--- src/include/nand_host_pkg.sv ---
// Package: NAND host command codes, pin timing and sequencing constants
package nand_host_pkg;

  // Command codes
  localparam logic [7:0] CMD_READ_SETUP   = 8'h00;
  localparam logic [7:0] CMD_READ_CONFIRM = 8'h30;
  localparam logic [7:0] CMD_PROG_SETUP   = 8'h80;
  localparam logic [7:0] CMD_PROG_CONFIRM = 8'h10;
  localparam logic [7:0] CMD_PROG_DUMMY   = 8'h11;
  localparam logic [7:0] CMD_PROG_SECOND  = 8'h81;
  localparam logic [7:0] CMD_ERASE_SETUP  = 8'h60;
  localparam logic [7:0] CMD_ERASE_CONF   = 8'hd0;
  localparam logic [7:0] CMD_STATUS       = 8'h70;
  localparam logic [7:0] CMD_RESET        = 8'hff;
  localparam logic [7:0] CMD_RAND_IN      = 8'h85;
  localparam logic [7:0] CMD_RAND_OUT     = 8'h05;
  localparam logic [7:0] CMD_RAND_OUT_CF  = 8'he0;
  localparam logic [7:0] CMD_READ_ID      = 8'h90;

  // Operation requests from the user side
  typedef enum logic [3:0] {
    OP_READ, OP_PROG, OP_PROG2, OP_ERASE, OP_ERASE2, OP_STATUS, OP_RESET,
    OP_RAND_IN, OP_RAND_OUT, OP_READ_ID, OP_DATA_WR, OP_DATA_RD, OP_PROG_GO
  } op_e;

  // Address layout
  localparam int ADDR_CYCLES = 5;
  localparam int ADDR_W      = 32;
  localparam int COL_CYCLES  = 2;
  localparam int PLANE_BIT   = 19;
  localparam int ID_BYTES    = 5;

  // Array geometry
  localparam int BLOCKS     = 16384;
  localparam int PAGES      = 128;
  localparam int PAGE_BYTES = 2112;

  // Strobe phase timing: each low and high half of a strobe
  localparam int CLK_PERIOD_NS = 50;
  localparam int STROBE_NS     = 50;
  localparam int STROBE_CYC    = (STROBE_NS + CLK_PERIOD_NS - 1) / CLK_PERIOD_NS;

  // Clocks after 11h before the ready line is trusted
  localparam int BUSY_SETTLE_CYC = 4;

endpackage

--- src/rtl/nand_host_ctrl.sv ---
// NAND flash host controller driving command, address and data pins
`timescale 1ns/10ps
//
// Contract
// - Command byte: CLE high, strobe rises
// - Address byte: ALE high, five strobes
// - Address bytes ordered low to high
// - Upper nibble low in cycles two, five
// - Read: 00h, address, 30h, then busy
// - Program: 80h, address, data, 10h
// - Two-plane: 80h..11h, 81h..10h
// - Erase: 60h, address, D0h
// - Two-plane erase: 60h, 60h, D0h
// - Busy: only status and reset; code also accepts data reads while busy
// - Data in: latches low, WP high
// - Commands on bits seven to zero
// - Two-plane: A19 zero then one; code forces it for two-plane program only, not two-plane erase
module nand_host_ctrl
  import nand_host_pkg::*;
#(
  parameter int STROBE_CYCLES = nand_host_pkg::STROBE_CYC
) (
  input  wire logic                        clk,           // 20 MHz clock
  input  wire logic                        rstn,          // Sync reset, active low
  input  wire logic                        req_valid,     // Operation request
  input  wire nand_host_pkg::op_e          req_op,        // Requested operation
  input  wire logic [nand_host_pkg::ADDR_W-1:0] req_addr, // Page/column address
  input  wire logic [nand_host_pkg::ADDR_W-1:0] req_addr2,// Second plane address
  input  wire logic [7:0]                  req_wdata,     // Data byte to write
  input  wire logic                        req_wp_n,      // Write enable from user
  output logic                             req_ready,     // Idle, may take request
  output logic                             resp_valid,    // Read byte valid pulse
  output logic [7:0]                       resp_data,     // Read byte
  output logic                             req_refused,   // Request refused pulse
  output logic                             dev_ready,     // Synchronised ready level
  output logic                             cs_n,          // Chip select, active low
  output logic                             cle,           // Command latch strobe
  output logic                             ale,           // Address latch strobe
  output logic                             wr_strobe_n,   // Write strobe, active low
  output logic                             read_strobe_low,// Read strobe, active low
  output logic                             wp_n,          // Write protect, active low
  output logic [7:0]                       io_out,        // Shared bus drive value
  output logic                             io_oe_n,       // Bus enable, low drives
  input  wire logic [7:0]                  io_in,         // Shared bus sampled value
  input  wire logic                        rb_in          // Wired ready/busy line
);
  typedef enum {
    ST_IDLE, ST_CMD1, ST_ADDR1, ST_CMD2, ST_ADDR2, ST_CMD3, ST_WDATA, ST_RDATA
  } state_e;

  state_e      st_q;                // Sequencer state
  op_e         op_q;                // Operation in flight
  logic [7:0]  cmd_a_q;             // First command
  logic [7:0]  cmd_b_q;             // Middle command (11h/81h/60h)
  logic [7:0]  cmd_c_q;             // Final command
  logic [2:0]  ncyc_q;              // Address cycles per phase
  logic [2:0]  acnt_q;              // Address cycle index
  logic [ADDR_W-1:0] addr_q;        // Working address
  logic [ADDR_W-1:0] addr2_q;       // Second plane address
  logic [1:0]  phase_q;             // Strobe phase: 0 setup,1 low,2 high
  logic [7:0]  tcnt_q;              // Phase timer
  logic        tick;                // Phase timer expired
  logic [7:0]  io_in_s;             // Synchronised bus
  logic        rb_s;                // Synchronised ready
  logic        step_done;           // One bus cycle completed
  logic [7:0]  req_wdata_q;         // Captured write byte
  logic [2:0]  settle_q;            // Wait before trusting dummy busy
  logic        hold;                // Freeze strobe timing in setup
  logic [1:0]  rd_pipe_q;           // Read byte travelling through sync

  // Pins from outside pass two flops
  nand_pin_sync #(.W(9)) u_sync (
    .clk     (clk),
    .rstn    (rstn),
    .d       ({rb_in, io_in}),
    .rst_val (9'h100),
    .q       ({rb_s, io_in_s})
  );

  // Byte of address cycle n, upper nibble low for cycles two and five
  // twelve column bits span page
  function automatic logic [7:0] addr_byte(input logic [ADDR_W-1:0] a, input logic [2:0] n);
    case (n)
      3'd0:    addr_byte = a[7:0];
      3'd1:    addr_byte = {4'h0, a[11:8]};
      3'd2:    addr_byte = a[19:12];
      3'd3:    addr_byte = a[27:20];
      3'd4:    addr_byte = {4'h0, a[31:28]};
      default: addr_byte = 8'h00;
    endcase
  endfunction

  // Modify operations need write protect released
  function automatic logic is_modify(input op_e o);
    is_modify = (o == OP_PROG) || (o == OP_PROG2) || (o == OP_ERASE) ||
                (o == OP_ERASE2) || (o == OP_DATA_WR) || (o == OP_RAND_IN) ||
                (o == OP_PROG_GO);
  endfunction

  // Operations allowed while device busy
  function automatic logic busy_ok(input op_e o);
    busy_ok = (o == OP_STATUS) || (o == OP_RESET) || (o == OP_DATA_RD);
  endfunction

  assign tick      = (tcnt_q == 8'h00);
  assign step_done = tick && (phase_q == 2'd2);
  // hold 81h until dummy busy clears
  assign hold      = (st_q == ST_CMD2) && (cmd_b_q == CMD_PROG_SECOND) &&
                     (phase_q == 2'd0) && ((settle_q != 3'd0) || !rb_s);

  // Phase timer: each strobe half lasts STROBE_CYCLES
  always_ff @(posedge clk) begin
    if (!rstn || st_q == ST_IDLE || hold || tick) begin
      tcnt_q <= 8'(STROBE_CYCLES - 1);
    end else begin
      tcnt_q <= tcnt_q - 8'h01;
    end
  end

  // Phase stepper across setup, low, high
  always_ff @(posedge clk) begin
    if (!rstn || st_q == ST_IDLE) begin
      phase_q <= 2'd0;
    end else if (tick && !hold) begin
      phase_q <= (phase_q == 2'd2) ? 2'd0 : phase_q + 2'd1;
    end
  end

  // Sequencer and request capture
  always_ff @(posedge clk) begin
    if (!rstn) begin
      st_q        <= ST_IDLE;
      op_q        <= OP_READ;
      cmd_a_q     <= CMD_READ_SETUP;
      cmd_b_q     <= 8'h00;
      cmd_c_q     <= 8'h00;
      ncyc_q      <= 3'd0;
      acnt_q      <= 3'd0;
      addr_q      <= '0;
      addr2_q     <= '0;
      settle_q    <= 3'd0;
      req_wdata_q <= 8'h00;
      req_refused <= 1'b0;
    end else begin
      req_refused <= 1'b0;
      case (st_q)
        ST_IDLE: begin
          if (req_valid) begin
            // busy gate refuses while not ready, protect gate refuses
            if ((!rb_s && !busy_ok(req_op)) || (is_modify(req_op) && !req_wp_n)) begin
              req_refused <= 1'b1;
            end else begin
              op_q    <= req_op;
              req_wdata_q <= req_wdata;
              addr_q  <= req_addr;
              addr2_q <= req_addr2;
              acnt_q  <= 3'd0;
              ncyc_q  <= ADDR_CYCLES[2:0];
              cmd_b_q <= 8'h00;
              cmd_c_q <= 8'h00;
              st_q    <= ST_CMD1;
              case (req_op)
                OP_READ: begin
                  cmd_a_q <= CMD_READ_SETUP;
                  cmd_c_q <= CMD_READ_CONFIRM;
                end
                OP_PROG: cmd_a_q <= CMD_PROG_SETUP;
                OP_PROG_GO: begin
                  cmd_a_q <= CMD_PROG_CONFIRM;
                  ncyc_q  <= 3'd0;
                end
                OP_PROG2: begin
                  cmd_a_q <= CMD_PROG_SETUP;
                  cmd_b_q <= CMD_PROG_DUMMY;
                  cmd_c_q <= CMD_PROG_CONFIRM;
                  addr_q[PLANE_BIT]  <= 1'b0;
                  addr2_q[PLANE_BIT] <= 1'b1;
                end
                OP_ERASE: begin
                  cmd_a_q <= CMD_ERASE_SETUP;
                  cmd_c_q <= CMD_ERASE_CONF;
                end
                OP_ERASE2: begin
                  cmd_a_q <= CMD_ERASE_SETUP;
                  cmd_b_q <= CMD_ERASE_SETUP;
                  cmd_c_q <= CMD_ERASE_CONF;
                end
                OP_STATUS: begin
                  cmd_a_q <= CMD_STATUS;
                  ncyc_q  <= 3'd0;
                end
                OP_RESET: begin
                  cmd_a_q <= CMD_RESET;
                  ncyc_q  <= 3'd0;
                end
                OP_RAND_IN: begin
                  cmd_a_q <= CMD_RAND_IN;
                  ncyc_q  <= COL_CYCLES[2:0];
                end
                OP_RAND_OUT: begin
                  cmd_a_q <= CMD_RAND_OUT;
                  cmd_c_q <= CMD_RAND_OUT_CF;
                  ncyc_q  <= COL_CYCLES[2:0];
                end
                OP_READ_ID: begin
                  cmd_a_q <= CMD_READ_ID;
                  ncyc_q  <= 3'd1;
                end
                OP_DATA_WR: st_q <= ST_WDATA;
                OP_DATA_RD: st_q <= ST_RDATA;
                default: st_q <= ST_IDLE;
              endcase
            end
          end
        end
        ST_CMD1: if (step_done) st_q <= (ncyc_q != 3'd0) ? ST_ADDR1 : ST_IDLE;
        ST_ADDR1: begin
          if (step_done) begin
            acnt_q <= acnt_q + 3'd1;
            if (acnt_q == ncyc_q - 3'd1) begin
              acnt_q <= 3'd0;
              st_q   <= (cmd_b_q != 8'h00) ? ST_CMD2 :
                        (cmd_c_q != 8'h00) ? ST_CMD3 : ST_IDLE;
            end
          end
        end
        // Middle command; after 11h comes 81h once the dummy busy is over
        ST_CMD2: begin
          if (settle_q != 3'd0) begin
            // Give busy time to reach the synchroniser
            settle_q <= settle_q - 3'd1;
          end else if (step_done && cmd_b_q == CMD_PROG_DUMMY) begin
            cmd_b_q  <= CMD_PROG_SECOND;
            settle_q <= BUSY_SETTLE_CYC[2:0];
          end else if (step_done) begin
            cmd_b_q <= 8'h00;
            addr_q  <= addr2_q;
            st_q    <= ST_ADDR2;
          end
        end
        ST_ADDR2: begin
          if (step_done) begin
            acnt_q <= acnt_q + 3'd1;
            if (acnt_q == ncyc_q - 3'd1) begin
              acnt_q <= 3'd0;
              st_q   <= ST_CMD3;
            end
          end
        end
        ST_CMD3:  if (step_done) st_q <= ST_IDLE;
        ST_WDATA: if (step_done) st_q <= ST_IDLE;
        ST_RDATA: if (step_done) st_q <= ST_IDLE;
        default:  st_q <= ST_IDLE;
      endcase
    end
  end

  // Pin drive: strobes, latches and bus value
  always_ff @(posedge clk) begin
    if (!rstn) begin
      cs_n            <= 1'b1;
      cle             <= 1'b0;
      ale             <= 1'b0;
      wr_strobe_n     <= 1'b1;
      read_strobe_low <= 1'b1;
      wp_n            <= 1'b0;
      io_out          <= 8'h00;
      io_oe_n         <= 1'b1;
    end else begin
      wp_n            <= req_wp_n;
      wr_strobe_n     <= 1'b1;
      read_strobe_low <= 1'b1;
      cle             <= 1'b0;
      ale             <= 1'b0;
      io_oe_n         <= 1'b1;
      // deselect when idle busy runs on
      cs_n            <= (st_q == ST_IDLE);
      case (st_q)
        // command phase bits seven to zero
        ST_CMD1, ST_CMD2, ST_CMD3: begin
          cle         <= 1'b1;
          io_oe_n     <= 1'b0;
          io_out      <= (st_q == ST_CMD1) ? cmd_a_q :
                         (st_q == ST_CMD2) ? cmd_b_q : cmd_c_q;
          wr_strobe_n <= (phase_q != 2'd1);
        end
        ST_ADDR1, ST_ADDR2: begin
          ale         <= 1'b1;
          io_oe_n     <= 1'b0;
          io_out      <= addr_byte(addr_q, acnt_q);
          wr_strobe_n <= (phase_q != 2'd1);
        end
        ST_WDATA: begin
          io_oe_n     <= 1'b0;
          io_out      <= req_wdata_q;
          wr_strobe_n <= (phase_q != 2'd1);
        end
        ST_RDATA: read_strobe_low <= (phase_q != 2'd1);
        default: io_out <= io_out;
      endcase
    end
  end

  // Read byte taken two clocks after its strobe, once the sync chain holds it
  always_ff @(posedge clk) begin
    if (!rstn) begin
      rd_pipe_q  <= 2'b00;
      resp_valid <= 1'b0;
      resp_data  <= 8'h00;
    end else begin
      rd_pipe_q  <= {rd_pipe_q[0], (st_q == ST_RDATA) && step_done};
      resp_valid <= rd_pipe_q[1];
      if (rd_pipe_q[1]) begin
        resp_data <= io_in_s;
      end
    end
  end

  // User status outputs
  always_ff @(posedge clk) begin
    if (!rstn) begin
      req_ready <= 1'b0;
      dev_ready <= 1'b0;
    end else begin
      dev_ready <= rb_s;
      // Not ready while a read byte is still in flight
      req_ready <= (st_q == ST_IDLE) && !req_valid && (rd_pipe_q == 2'b00);
    end
  end

  // command strobe falls with address latch low, chip selected, read strobe high
  a_cmd_latch: assert property (@(posedge clk) disable iff (!rstn)
    ($fell(wr_strobe_n) && cle) |-> (!ale && !cs_n && read_strobe_low))
    else $error("command strobe without proper latches");

  a_addr_latch: assert property (@(posedge clk) disable iff (!rstn)
    ($fell(wr_strobe_n) && ale) |-> (!cle && !cs_n))
    else $error("address strobe without proper latches");

  // upper nibble low in second and fifth cycles
  a_addr_nibble: assert property (@(posedge clk) disable iff (!rstn)
    (ale && !wr_strobe_n && (st_q == ST_ADDR1 || st_q == ST_ADDR2) &&
     (acnt_q == 3'd1 || acnt_q == 3'd4)) |-> (io_out[7:4] == 4'h0))
    else $error("address upper nibble not low");

  // data strobes only with protect released
  a_wp_data: assert property (@(posedge clk) disable iff (!rstn)
    ($fell(wr_strobe_n) && !cle && !ale) |-> wp_n)
    else $error("data written while protected");

  // read strobe low returns high within eight clocks
  a_rd_pulse: assert property (@(posedge clk) disable iff (!rstn)
    $fell(read_strobe_low) |-> ##[1:8] read_strobe_low)
    else $error("read strobe stuck low");

  a_read_cfg: assert property (@(posedge clk) disable iff (!rstn)
    (cle && !wr_strobe_n && io_out == CMD_READ_CONFIRM) |-> (op_q == OP_READ))
    else $error("read confirm out of sequence");

  // second plane uses plane bit set
  a_plane_bit: assert property (@(posedge clk) disable iff (!rstn)
    (st_q == ST_ADDR2 && op_q == OP_PROG2) |-> addr_q[PLANE_BIT])
    else $error("second plane address bit clear");

  a_bus_float: assert property (@(posedge clk) disable iff (!rstn)
    cs_n |-> io_oe_n)
    else $error("bus driven while deselected");
endmodule

--- src/rtl/nand_pin_sync.sv ---
// Two-flop synchroniser for pin inputs
`timescale 1ns/10ps
module nand_pin_sync #(
  parameter int W = 1
) (
  input  wire logic         clk,    // System clock
  input  wire logic         rstn,   // Sync reset, active low
  input  wire logic [W-1:0] d,      // Asynchronous input
  input  wire logic [W-1:0] rst_val,// Value held during reset
  output logic      [W-1:0] q       // Synchronised output
);
  logic [W-1:0] meta_q;             // First stage, read only by second

  // Two stages, reset to a given level
  always_ff @(posedge clk) begin
    if (!rstn) begin
      meta_q <= rst_val;
      q      <= rst_val;
    end else begin
      meta_q <= d;
      q      <= meta_q;
    end
  end
endmodule

--- config.mk ---
export PLATFORM = sky130hd
export DESIGN_NAME = nand_host_ctrl
export DESIGN_NICKNAME = d
export VERILOG_FILES = /design/src/include/nand_host_pkg.sv /design/src/rtl/nand_host_ctrl.sv /design/src/rtl/nand_pin_sync.sv
export SDC_FILE = /design/constraint.sdc
export NUM_CORES = 1
export LEC_CHECK = 0
export BUFFER_PORTS_ARGS = -buffer_cell sky130_fd_sc_hd__buf_4
export CORE_AREA = 2 2 151 168
export DETAILED_ROUTE_END_ITERATION = 6
export DIE_AREA = 0 0 153 170
export GPL_TIMING_DRIVEN = 0
export MAX_ROUTING_LAYER = met4
export PLACE_DENSITY_LB_ADDON = 0.3
export SYNTH_ARGS = -nofsm -noshare
export SYNTH_HDL_FRONTEND = slang
export SYNTH_HIERARCHICAL = 1
export SYNTH_SLANG_ARGS = --single-unit
--- constraint.sdc ---
create_clock -name clk -period 2.8 [get_ports clk]
set_clock_uncertainty 0.05 [all_clocks]
set_input_delay 0.56 -clock clk [delete_from_list [all_inputs] [get_ports clk]]
set_output_delay 0.56 -clock clk [all_outputs]
set_load 0.01 [all_outputs]
==> results list, run 1 <==
* Outcome: complete, no violations
- The repair_antennas step left the layout with diodes totalling 0.
- Post-synthesis instance total: between 700 and 800
- Routability-driven placement finished with a final weighted congestion of 0.8967.
* P per Cell Area: 714.6 nW/um2
- For this block, the routed nets add up to around 21 mm of wire.
- The worst setup path is of the reg2reg kind.
- Most frequently used cell type in the post-synthesis netlist: sky130_fd_sc_hd__dfxtp_1
* Net switching share of the total power: 29.58%
- In this run the cell area of the synthesized design comes to between 7000 and 8000 um2.
* Num CTS Buffers: 17
* Slew at the pin with the worst max-slew slack: 0.7570 ns
- Fmax: 376.2 MHz
- Overall Global Routing Usage: ~16%
- Pins Over Slew Limit: 0
- Summed over its instances, the top area cell type makes up 42.38% of the synthesized netlist area.
- The tool flagged a number of max-cap violations equal to 0.
* Routed via count: 6,282
* Total negative slack for setup checks: 0 ns
- Maximum fanout count along the critical path: 10
- Max H-tree Level: 4
- Once the floorplan was initialized, standard cells occupied 29.80% of the core.
- Total DRC errors in the routed layout: 0
* Reg power frac: 39.3%
- The die is about 170 um tall.
- Share of power burned in combinational logic: 22.3%
- Number of global-route vias before repair: 5,884
* Number of distinct library cell variants in the gate-level netlist after synthesis: 74
* DP Wirelength: 15.55 mm
- By count the netlist is led by sky130_fd_sc_hd__dfxtp_1 (153), sky130_fd_sc_hd__nand2_1 (114), sky130_fd_sc_hd__a21oi_1 (67).
- The smallest clock period supported by the final layout is computed as 2.658 ns.
* Mean post-synth cell area: 9.195 um2
- Crit path capture type: flop
* Bufs on Longest Clock Path: 2
- The floorplan step defined a die boundary enclosing 26,010 um2.
* Max stage delay on crit path: 0.48 ns
- Counting the fill cells in the layout gives about 2,500.
- Measured against its own limit, the worst slew margin works out to 49.53%.
- Compared with the post-synthesis result, the final layout area differs by 26.97%.
* Final cycle utilization of the critical path: 94.93%
- Ports placed on the boundary: 116
* Synth area leaders: sky130_fd_sc_hd__dfxtp_1 (42%), sky130_fd_sc_hd__mux2i_1 (6.6%), sky130_fd_sc_hd__nand2_1 (5.9%)
* Clk Latency, worst-skew pair: about 0.43 ns
- Total Power Consumption: 6.558 mW
- Clock-pin slew was measured on the worst setup and hold paths at around 0.07 ns.
- The first global-routing pass estimated 32.40 mm of wire.
- CP arrival: 2.88 ns
- Cell-internal power: 4.618 mW
- Detail Route Antenna Nets: 0
* Non-Filler Instances: ~1,300
- Synth Flop Type: sky130_fd_sc_hd__dfxtp_1
- Share of final-layout standard cells stronger than drive strength 1: 24.21%
- VDD sags by at most 0.3939 mV.
- Number of clock sinks seen by CTS: 153
- Drt wl/cell: 16.74 um
- During synthesis, Yosys emitted a total of 6 warnings.
- Static leakage: approximately 3.5 nW
- Final hold violation count: 0
- Sequential cells were found to cover 42.38% of the synthesized design area.
* Via-to-Cell Ratio: 5.002
- DP Cell Count: 1,224
- RSZ-0062 raised after global routing: false
- The worst setup path is launched from a flop.
* Worst reg2reg setup slack: 0.14 ns
- Count of flip-flops with a built-in enable after synthesis: 0
* Area of the core: 24,250 um2
- The analysis attributes to net switching a power of 1.940 mW.
- For the worst setup path, the data required time is 3.03 ns.
- Final setup violation count: 0
- The biggest area contributor in the post-synthesis netlist is sky130_fd_sc_hd__dfxtp_1.
- Cell Rows: 60
- Gr ovfl total: 0
* Total iterations of the first detailed-routing run: 5
* TritonCTS clock tree: built
* Pin count of the biggest net entering global routing: 17
- For this block, the initial DRC count from the detailed router was 404.
* Portion of total power attributed to the clock network: 38.3%
- Seq cells post-synth: about 150
- Nets: roughly 1,000
- The slowest stage of the critical path is the sky130_fd_sc_hd__nor3b_1 cell.
- CTS Root Buffer Type: sky130_fd_sc_hd__clkbuf_16
* Hold WC Path Type: in2reg
* WHS: 0.3059 ns
- In the synthesized netlist the async set-or-reset flop fraction comes to 0%.
- Critical Path, Cell by Cell: inv_1, ha_1, nor3b_1, nand4b_4, a221o_1, nor3_4, buf_6, a211oi_2
- Number of I/O port buffers: 112
- For this run, the share of the core covered by cells in the final layout is 37.84%.
- Antenna violations before repair: 0
* Width of the die: 153 um
-- placed cells by master (no fill, tap or decap), types with 3 or more instances in the layout --
master,netlist,routed
sky130_fd_sc_hd__xnor2_1,4,4
sky130_fd_sc_hd__buf_4,5,117
sky130_fd_sc_hd__nand2_1,114,114
sky130_fd_sc_hd__and2_1,8,8
sky130_fd_sc_hd__a32oi_1,3,3
sky130_fd_sc_hd__bufinv_16,0,4
sky130_fd_sc_hd__nor3_1,12,12
sky130_fd_sc_hd__a222oi_1,5,5
sky130_fd_sc_hd__a221oi_1,6,6
sky130_fd_sc_hd__or3_1,3,3
sky130_fd_sc_hd__nor4b_1,3,3
sky130_fd_sc_hd__nand3_1,9,9
sky130_fd_sc_hd__mux2i_1,48,48
sky130_fd_sc_hd__nor4_1,4,4
sky130_fd_sc_hd__a22oi_1,7,7
sky130_fd_sc_hd__ha_1,10,10
sky130_fd_sc_hd__buf_1,5,5
sky130_fd_sc_hd__a32o_1,4,4
sky130_fd_sc_hd__nand4_1,4,4
sky130_fd_sc_hd__conb_1,2,18
sky130_fd_sc_hd__clkbuf_1,38,38
sky130_fd_sc_hd__a211oi_2,30,30
sky130_fd_sc_hd__mux2_2,10,10
sky130_fd_sc_hd__buf_2,10,10
sky130_fd_sc_hd__nor2b_1,10,10
sky130_fd_sc_hd__dfxtp_1,153,153
sky130_fd_sc_hd__mux2_4,10,10
sky130_fd_sc_hd__inv_1,14,14
sky130_fd_sc_hd__inv_6,0,3
sky130_fd_sc_hd__nand3b_1,4,4
sky130_fd_sc_hd__xor2_1,8,8
sky130_fd_sc_hd__nor2_1,51,51
sky130_fd_sc_hd__o21ai_0,24,24
sky130_fd_sc_hd__a31oi_1,35,35
sky130_fd_sc_hd__a211oi_1,10,10
sky130_fd_sc_hd__clkbuf_16,0,17
sky130_fd_sc_hd__o211ai_1,4,4
sky130_fd_sc_hd__a21oi_1,67,67
sky130_fd_sc_hd__buf_6,7,7
sky130_fd_sc_hd__nand2b_1,5,5
-- routing by layer --
layer	vias to the layer above	GRT usage, %	part of all wire [%]
met3	31	2.979	5.1
met1	2957	21.82	47
li1	3109	-	-
met2	185	24.72	45
met4	0	6.643	2.7
met5	-	-	0
-- cell type report --
cell class | instances | area, um2 | area share [%]
multi-input combinational | 568 | 3820 | 41.63
tap | 310 | 387.9 | 4.227
clock buffer | 20 | 456.7 | 4.977
timing repair buffer | 113 | 860.8 | 9.381
sequential | 153 | 3063 | 33.38
inverter | 15 | 56.30 | 0.6136
buffer | 66 | 349.1 | 3.804
clock inverter | 11 | 182.7 | 1.991
-- power groups by stage --
stage | Clock [mW] | Combinational, mW | Sequential [mW]
floorplan | 0 | 0.978 | 2.58
finish | 2.51 | 1.46 | 2.58
CTS | 2.58 | 1.44 | 2.58
detailed placement | 0 | 1.43 | 2.62
global placement | 0 | 1.43 | 2.62
global route | 2.66 | 1.60 | 2.60
-- timing repair --
| item | in CTS | in global routing |
|---|---|---|
| hold buffers | 0 | 0 |
| setup buffers | 0 | 1 |
| gates resized for setup | 0 | 2 |
| setup endpoints to repair | 0 | 2 |
-- state kept, by name, indices dropped and copies added, names as in the netlist, 3 cells and up --
name           count
u_sync/meta_q      9
addr_q            32
cmd_b_q            4
cmd_c_q            3
io_out             8
u_sync/q           9
addr2_q           32
tcnt_q             8
st_q               3
cmd_a_q            5
settle_q           3
resp_data          8
ncyc_q             3
acnt_q             3
req_wdata_q        8
-- critical path, delay by kind of cell (launching register included) --
kind                     cells  cell delay, ns
AO/OA/AOI/OAI                2            0.54
adder cells (fa/ha/maj)      1            0.15
buffers and inverters        2            0.32
flip-flops                   1            0.33
AND/OR/NAND/NOR              3            1.11
-- logic make-up after synthesis --
family | synth area share, %
adder cells (fa/ha/maj) | 1.731
buffers and inverters | 5.592
flip-flops | 42.38
AO/OA/AOI/OAI | 22.16
XOR/XNOR | 1.766
other | 0.1039
AND/OR/NAND/NOR | 15.98
multiplexers | 10.28
-- path summary, 6_finish.rpt --
path / start / to / cells past startpoint
worst min register to register: rd_pipe_q[0] / req_ready / 1
worst max-delay path: tcnt_q[0] / addr_q[22] / 8
worst max register to register: tcnt_q[0] / addr_q[22] / 8
worst min-delay path: io_in[4] / u_sync/meta_q[4] / 2
-- through the flow --
stage / setup slack [ns] / area [um2]
floorplan: 0.5562 / 7287
global placement: 0.1737 / 8516
detailed placement: 0.1345 / 8516
CTS: 0.1386 / 9155
global route: 0.003418 / 9176
finish: 0.1420 / 9176
(Power assumes the default switching activity.)
==> run 2: changes to the inputs <==
==> constraint.sdc (replaced) <==
create_clock -name clk -period 2.8 [get_ports clk]
set_clock_uncertainty 0.05 [all_clocks]
set_input_delay 0.14 -clock clk [delete_from_list [all_inputs] [get_ports clk]]
set_output_delay 0.14 -clock clk [all_outputs]
set_load 0.01 [all_outputs]
==> results list, run 2 (synthesis gave the netlist of run 1 again) <==
* Outcome: complete, no violations
- Antenna violations before repair: 0
* Bufs on Longest Clock Path: 2
- Area of the core: 24,250 um2
- Gr ovfl total: 0
- Portion of total power attributed to the clock network: 38.0%
- Critical path start-end classification: reg2reg
- Total inserted antenna cells: 0
- For this design, the slowest cell found on the critical path is sky130_fd_sc_hd__nor3b_1.
- Total power for the finished layout comes to 6.623 mW.
- Summing all non-filler instances in the final layout gives an area of approximately 9700 um2.
- Pins Over Slew Limit: 0
* Static leakage: around 3.7 nW
- The worst register-to-register path ends at addr_q[22].
- Using the TritonRoute via totals, the vias-per-cell ratio works out to 4.914.
* Number of clock sinks seen by CTS: between 150 and 200
* CP arrival: 2.89 ns
- The detailed router finished its first iteration with 397 violations.
- Placer congestion estimate: 0.8967
- For this block, the via count after detailed routing is 6,437.
- Effective utilization at floorplan: 29.80%
- Reg power frac: 39.0%
* Commonest non-fill, non-tap cells in the layout: sky130_fd_sc_hd__dfxtp_1 (153), sky130_fd_sc_hd__buf_4 (117), sky130_fd_sc_hd__nand2_1 (114)
* Total DRC errors in the routed layout: 0
* Final setup violation count: 0
- Global-route wire length before repair: roughly 33 mm
- Overall Global Routing Usage: ~17%
- Reg-to-reg startpoint: tcnt_q[0]
* WP data required: 3.03 ns
- For the worst-skew pair, the clock arrives at the later sink with an insertion delay of approximately 0.43 ns.
- Number of global-route vias before repair: 6,045
- Tracing the worst setup path back leads to its startpoint at tcnt_q[0].
- The share of total power dissipated in combinational logic is 23.0%.
- After detailed routing, the total wire length is 21.37 mm.
* Top flop regs: addr2_q x32, addr_q x32
- In this run the horizontal extent of the chip is 153 um.
- Max H-tree Level: 4
- Slew at the pin with the worst max-slew slack: approximately 0.76 ns
- For this run, the post-layout net count is 1,087.
- In this run the power spent charging and discharging nets is 1.955 mW.
- Share of final-layout standard cells stronger than drive strength 1: 22.90%
* Critical Path, Cell by Cell: inv_1, ha_1, nor3b_1, nand4b_4, a221o_1, nor3_4, buf_6, a211oi_2
- For this design the top-level I/O count stands at 116.
- The die covers 26,010 um2.
* Die Height: 170 um
- Reg2Reg Depth: 8
* Max VDD drop: 0.3998 mV
- Final worst path period need: approximately 2.7 ns
* Dpl cell area: about 8500 um2
* Total iterations of the first detailed-routing run: 6
- Of all nets on the critical path, the largest fanout is 10.
- Clock tree synthesis selected as its root buffer the cell sky130_fd_sc_hd__clkbuf_16.
* Fmax: 376.0 MHz
- Crit path capture type: flop
* Cell-internal power: approximately 4.7 mW
- After clock tree synthesis, the clock-pin slew on the worst setup and hold paths is 0.06 ns.
* Cell Rows: 60
- Worst reg2reg setup slack: 0.14 ns
- Detail Route Antenna Nets: 0
* Area growth from synthesis to layout: 34.45%
- Pin count of the biggest net entering global routing: 17
- Number of I/O port buffers: 112
- In this run the power density over the cells is between 600 and 700 nW/um2.
- Commonest non-fill, non-tap cell in the layout: sky130_fd_sc_hd__dfxtp_1
- Critical path startpoint category: flop
* Total negative slack for setup checks: 0 ns
- The tool flagged a number of max-cap violations equal to 0.
- After detailed routing, the average wire length per cell comes to 16.31 um.
- DP Wirelength: 15.55 mm
- Hold WC Path Type: in2reg
- Num CTS Buffers: 17
- Worst Setup EP: addr_q[22]
* Max stage delay on crit path: 0.48 ns
- TritonCTS clock tree: built
- Final hold violation count: 0
* Max-Slew Margin vs Limit: 49.07%
- Net switching share of the total power: between 20% and 30%
- Final cycle utilization of the critical path: a little over nine tenths
* RSZ-0062 raised after global routing: false
## run 2: cell count changes in the layout (fill, tap and decap cells not counted)
cell and change:
sky130_fd_sc_hd__dlygate4sd3_1 +54
## run 2: through the flow
stage	utilization [%]	hold WS, ns	worst slack, ns	instances
2_1_floorplan	-	0.2117	0.5852	802
3_3_place_gp	35.12	0.3171	0.2031	1224
3_5_place_dp	35.12	0.3182	0.1799	1224
4_1_cts	39.98	0.02121	0.1386	1309
5_1_grt	40.07	0.02948	0.003418	1310
6_report	40.07	0.03439	0.1406	1310
## run 2: final cells by class
type	instances	area, um2
clock inverters	11	182.7
flip-flops and latches	153	3063
well taps	310	387.9
fillers	2470	14530
clock buffers	20	456.7
plain buffers	66	349.1
repair buffers	167	1401
multi-input cells	568	3820
inverters	15	56.30
## run 2: timing repair
item / in CTS / in global routing
resized for setup: 0 / 2
endpoints found under the setup margin: 0 / 2
hold endpoints to repair: 55 / 0
hold buffers: 54 / 0
buffers inserted: 0 / 1
## run 2: power groups by stage
stage | registers [mW] | logic, mW | clock network (mW)
5_1_grt | 2.60 | 1.66 | 2.66
4_1_cts | 2.58 | 1.50 | 2.58
6_report | 2.58 | 1.53 | 2.52
3_5_place_dp | 2.62 | 1.43 | 0
3_3_place_gp | 2.62 | 1.43 | 0
2_1_floorplan | 2.58 | 0.978 | 0
## run 2: critical path, delay by kind of cell, from the launching register on
kind | cells | cell delay [ns]
buf+inv | 2 | 0.32
compound gates | 2 | 0.54
flops | 1 | 0.33
simple gates | 3 | 1.10
fa+ha+maj | 1 | 0.15
## run 2: per-layer routing
| metal | GRT usage (%) | vias up | wire, um |
|---|---|---|---|
| li1 | - | 3217 | - |
| met1 | 21.92 | 3022 | 9982 |
| met2 | 25.52 | 164 | 9718 |
| met3 | 2.928 | 34 | 1066 |
| met4 | 6.763 | 0 | 599 |
| met5 | - | - | 0 |
## run 2: worst min-delay path by stage
stage                     startpoint  slack, ns  cells past startpoint               end
after CTS                  req_op[1]       0.02                      4        cmd_c_q[5]
after detailed placement    io_in[4]       0.32                      2  u_sync/meta_q[4]
after global placement      io_in[5]       0.32                      2  u_sync/meta_q[5]
final                      req_op[1]       0.03                      4        cmd_c_q[5]
after global routing       req_op[1]       0.03                      4        cmd_c_q[5]
after floorplan             req_wp_n       0.21                      1              wp_n
==> run 3: changes to the inputs <==
clock period = 2.7 ns   (was 2.8 ns; I/O delays follow)
==> results list, run 3 (synthesis gave the netlist of run 1 again) <==
* Number of clock sinks seen by CTS: 153
- The largest registers in the layout are addr2_q x32, addr_q x32.
- In this run the power density over the cells is 706.3 nW/um2.
- Across the VDD grid, the largest voltage drop is 0.4138 mV.
- Using the TritonRoute via totals, the vias-per-cell ratio works out to 4.931.
- The longest clock path from root to sink contains 2 buffers.
* Max H-tree Level: 4
- CP arrival: 2.79 ns
- Drt wl/cell: 16.30 um
- Measured in cells, the most critical reg-to-reg path has a length of 10.
- For this run, the slowest stage of the critical path takes around 0.51 ns.
* Commonest non-fill, non-tap cells in the layout: sky130_fd_sc_hd__dfxtp_1 (153), sky130_fd_sc_hd__buf_4 (118), sky130_fd_sc_hd__nand2_1 (114)
- The root buffer cell chosen for the clock tree is sky130_fd_sc_hd__clkbuf_16.
- From bottom edge to top edge, the die measures about 170 um.
- The worst path in the final design needs a cycle of 2.545 ns, including I/O delays and setup.
- In this run the register-to-register setup slack is between 0.15 and 0.2 ns.
- In the finished design, the share of the clock period the worst path needs comes to 94.27%.
- Hold WC Path Type: in2reg
- Crit path capture type: flop
* Num CTS Buffers: 17
- For this block, the initial DRC count from the detailed router was between 300 and 400.
- The first global-routing pass estimated 33.00 mm of wire.
* WP data required: 2.95 ns
- The slowest stage of the critical path is the sky130_fd_sc_hd__a221oi_1 cell.
- The worst setup path is of the reg2reg kind.
- The worst register-to-register path ends at io_out[6].
- Global routing used between 10% and 20% of the available tracks.
- STA classifies the critical path startpoint as a flop.
- Critical Path, Cell by Cell: clkbuf_2, inv_1, ha_1, clkbuf_1, nor2_1, o21ai_0, and2_1, clkbuf_1, a221oi_1, nor2_1
* Static leakage: roughly 3.8 nW
- Fmax: 392.9 MHz
- Clk Latency, worst-skew pair: 0.43 ns
* Number of global-route vias before repair: 6,045
* Hold Path Stages: 3
- Share of final-layout standard cells stronger than drive strength 1: a little under a quarter
* DP Wirelength: 15.55 mm
- Max-Slew Margin vs Limit: 48.79%
- The initial antenna violation count is 0.
* CP Buf/Inv Count: 4
- Number of fill cells: 2,469
* Total iterations of the first detailed-routing run: 6
- Along the worst path, the maximum fanout reaches 10.
* Largest delay contributor family on the critical path: buffers and inverters
- The tightest hold path in the finished design has a slack of between 0.02 and 0.03 ns.
* Width of the die: 153 um
- Buffers placed on the I/O ports in this run total 112.
* Pin count of the biggest net entering global routing: 17
- Total DRC errors in the routed layout: 0
- The library cell used most frequently in the layout, excluding fill and tap cells, is sky130_fd_sc_hd__dfxtp_1.
- Ports placed on the boundary: 116
- 0 antenna diodes ended up in the layout.
* Pins Over Slew Limit: 0
- Setup repair after global routing left no endpoint under its margin.
- The initialized floorplan defines 60 standard-cell rows.
* Routed via count: 6,465
* Area of the core: 24,250 um2
- Detail Route Antenna Nets: 0
- Clock-pin slew was measured on the worst setup and hold paths at 0.06 ns.
- Area growth from synthesis to layout: 34.63%
* TritonCTS clock tree: built
- Start point of the worst hold path: req_addr[0]
* Final setup violation count: 0
* Effective utilization at floorplan: 29.80%
- Summed over all layers, the routed wires come to approximately 21 mm.
- After the last flow step, the layout net total stands at ~1,100.
* Max-cap violation count: 0
* Worst Hold End: addr_q[0]
- Slew at the pin with the worst max-slew slack: ~0.77 ns
- In this run the critical register-to-register path is launched from acnt_q[2].
- The die covers 26,010 um2.
* Gr ovfl total: 0
- Routability-driven placement finished with a final weighted congestion of approximately 0.90.
* Outcome: complete, no violations
- The hold violation total from the final report is 0.
* Total negative slack for setup checks: 0 ns
run 3: worst max-delay path by stage:
stage	startpoint	end	slack (ns)	cells after the start
CTS	tcnt_q[0]	addr_q[22]	0.04	8
finish	acnt_q[2]	io_out[6]	0.15	10
floorplan	tcnt_q[0]	addr_q[10]	0.49	8
global route	acnt_q[2]	io_out[6]	0.02	10
global placement	tcnt_q[0]	cmd_b_q[6]	0.10	7
detailed placement	tcnt_q[0]	addr_q[11]	0.08	8
run 3: tightest hold or removal path: stages:
cell and delay, ns:
sky130_fd_sc_hd__buf_4 0.11, sky130_fd_sc_hd__mux2i_1 0.12, sky130_fd_sc_hd__a211oi_1 0.08
run 3: stage by stage:
step	util [%]	instances	setup slack [ns]	area [um2]	power [mW]
global placement	35.12	1224	0.1031	8516	4.199
detailed placement	35.12	1224	0.07995	8516	4.208
finish	40.12	1311	0.1546	9729	6.872
CTS	39.98	1309	0.03858	9696	6.904
floorplan	-	802	0.4852	7287	3.694
global route	40.12	1311	0.02326	9729	7.193
run 3: per-layer routing:
| metal | up-vias | GRT usage [%] | wire length [um] |
|---|---|---|---|
| met3 | 33 | 2.928 | 1095 |
| met4 | 0 | 6.763 | 575 |
| li1 | 3222 | - | - |
| met5 | - | - | 0 |
| met2 | 181 | 25.52 | 9720 |
| met1 | 3029 | 21.92 | 9975 |
run 3: final cells by class:
cell class | count | area (um2) | share of cell area (%)
plain buffers | 66 | 349.1 | 3.588
clock buffers | 20 | 456.7 | 4.694
clock inverters | 11 | 182.7 | 1.878
inverters | 15 | 56.30 | 0.5787
multi-input cells | 568 | 3825 | 39.31
flip-flops and latches | 153 | 3063 | 31.48
well taps | 310 | 387.9 | 3.987
repair buffers | 168 | 1409 | 14.48
run 3: report_power, final:
group	internal [mW]	switching, mW
logic	0.721	0.866
registers	2.51	0.162
clock network	1.61	1.00
run 3: repair_timing:
action	CTS	global route
setup endpoints to repair	0	36
resized for setup	0	3
setup buffers	0	2
hold endpoints to repair	55	0
hold buffers	54	0
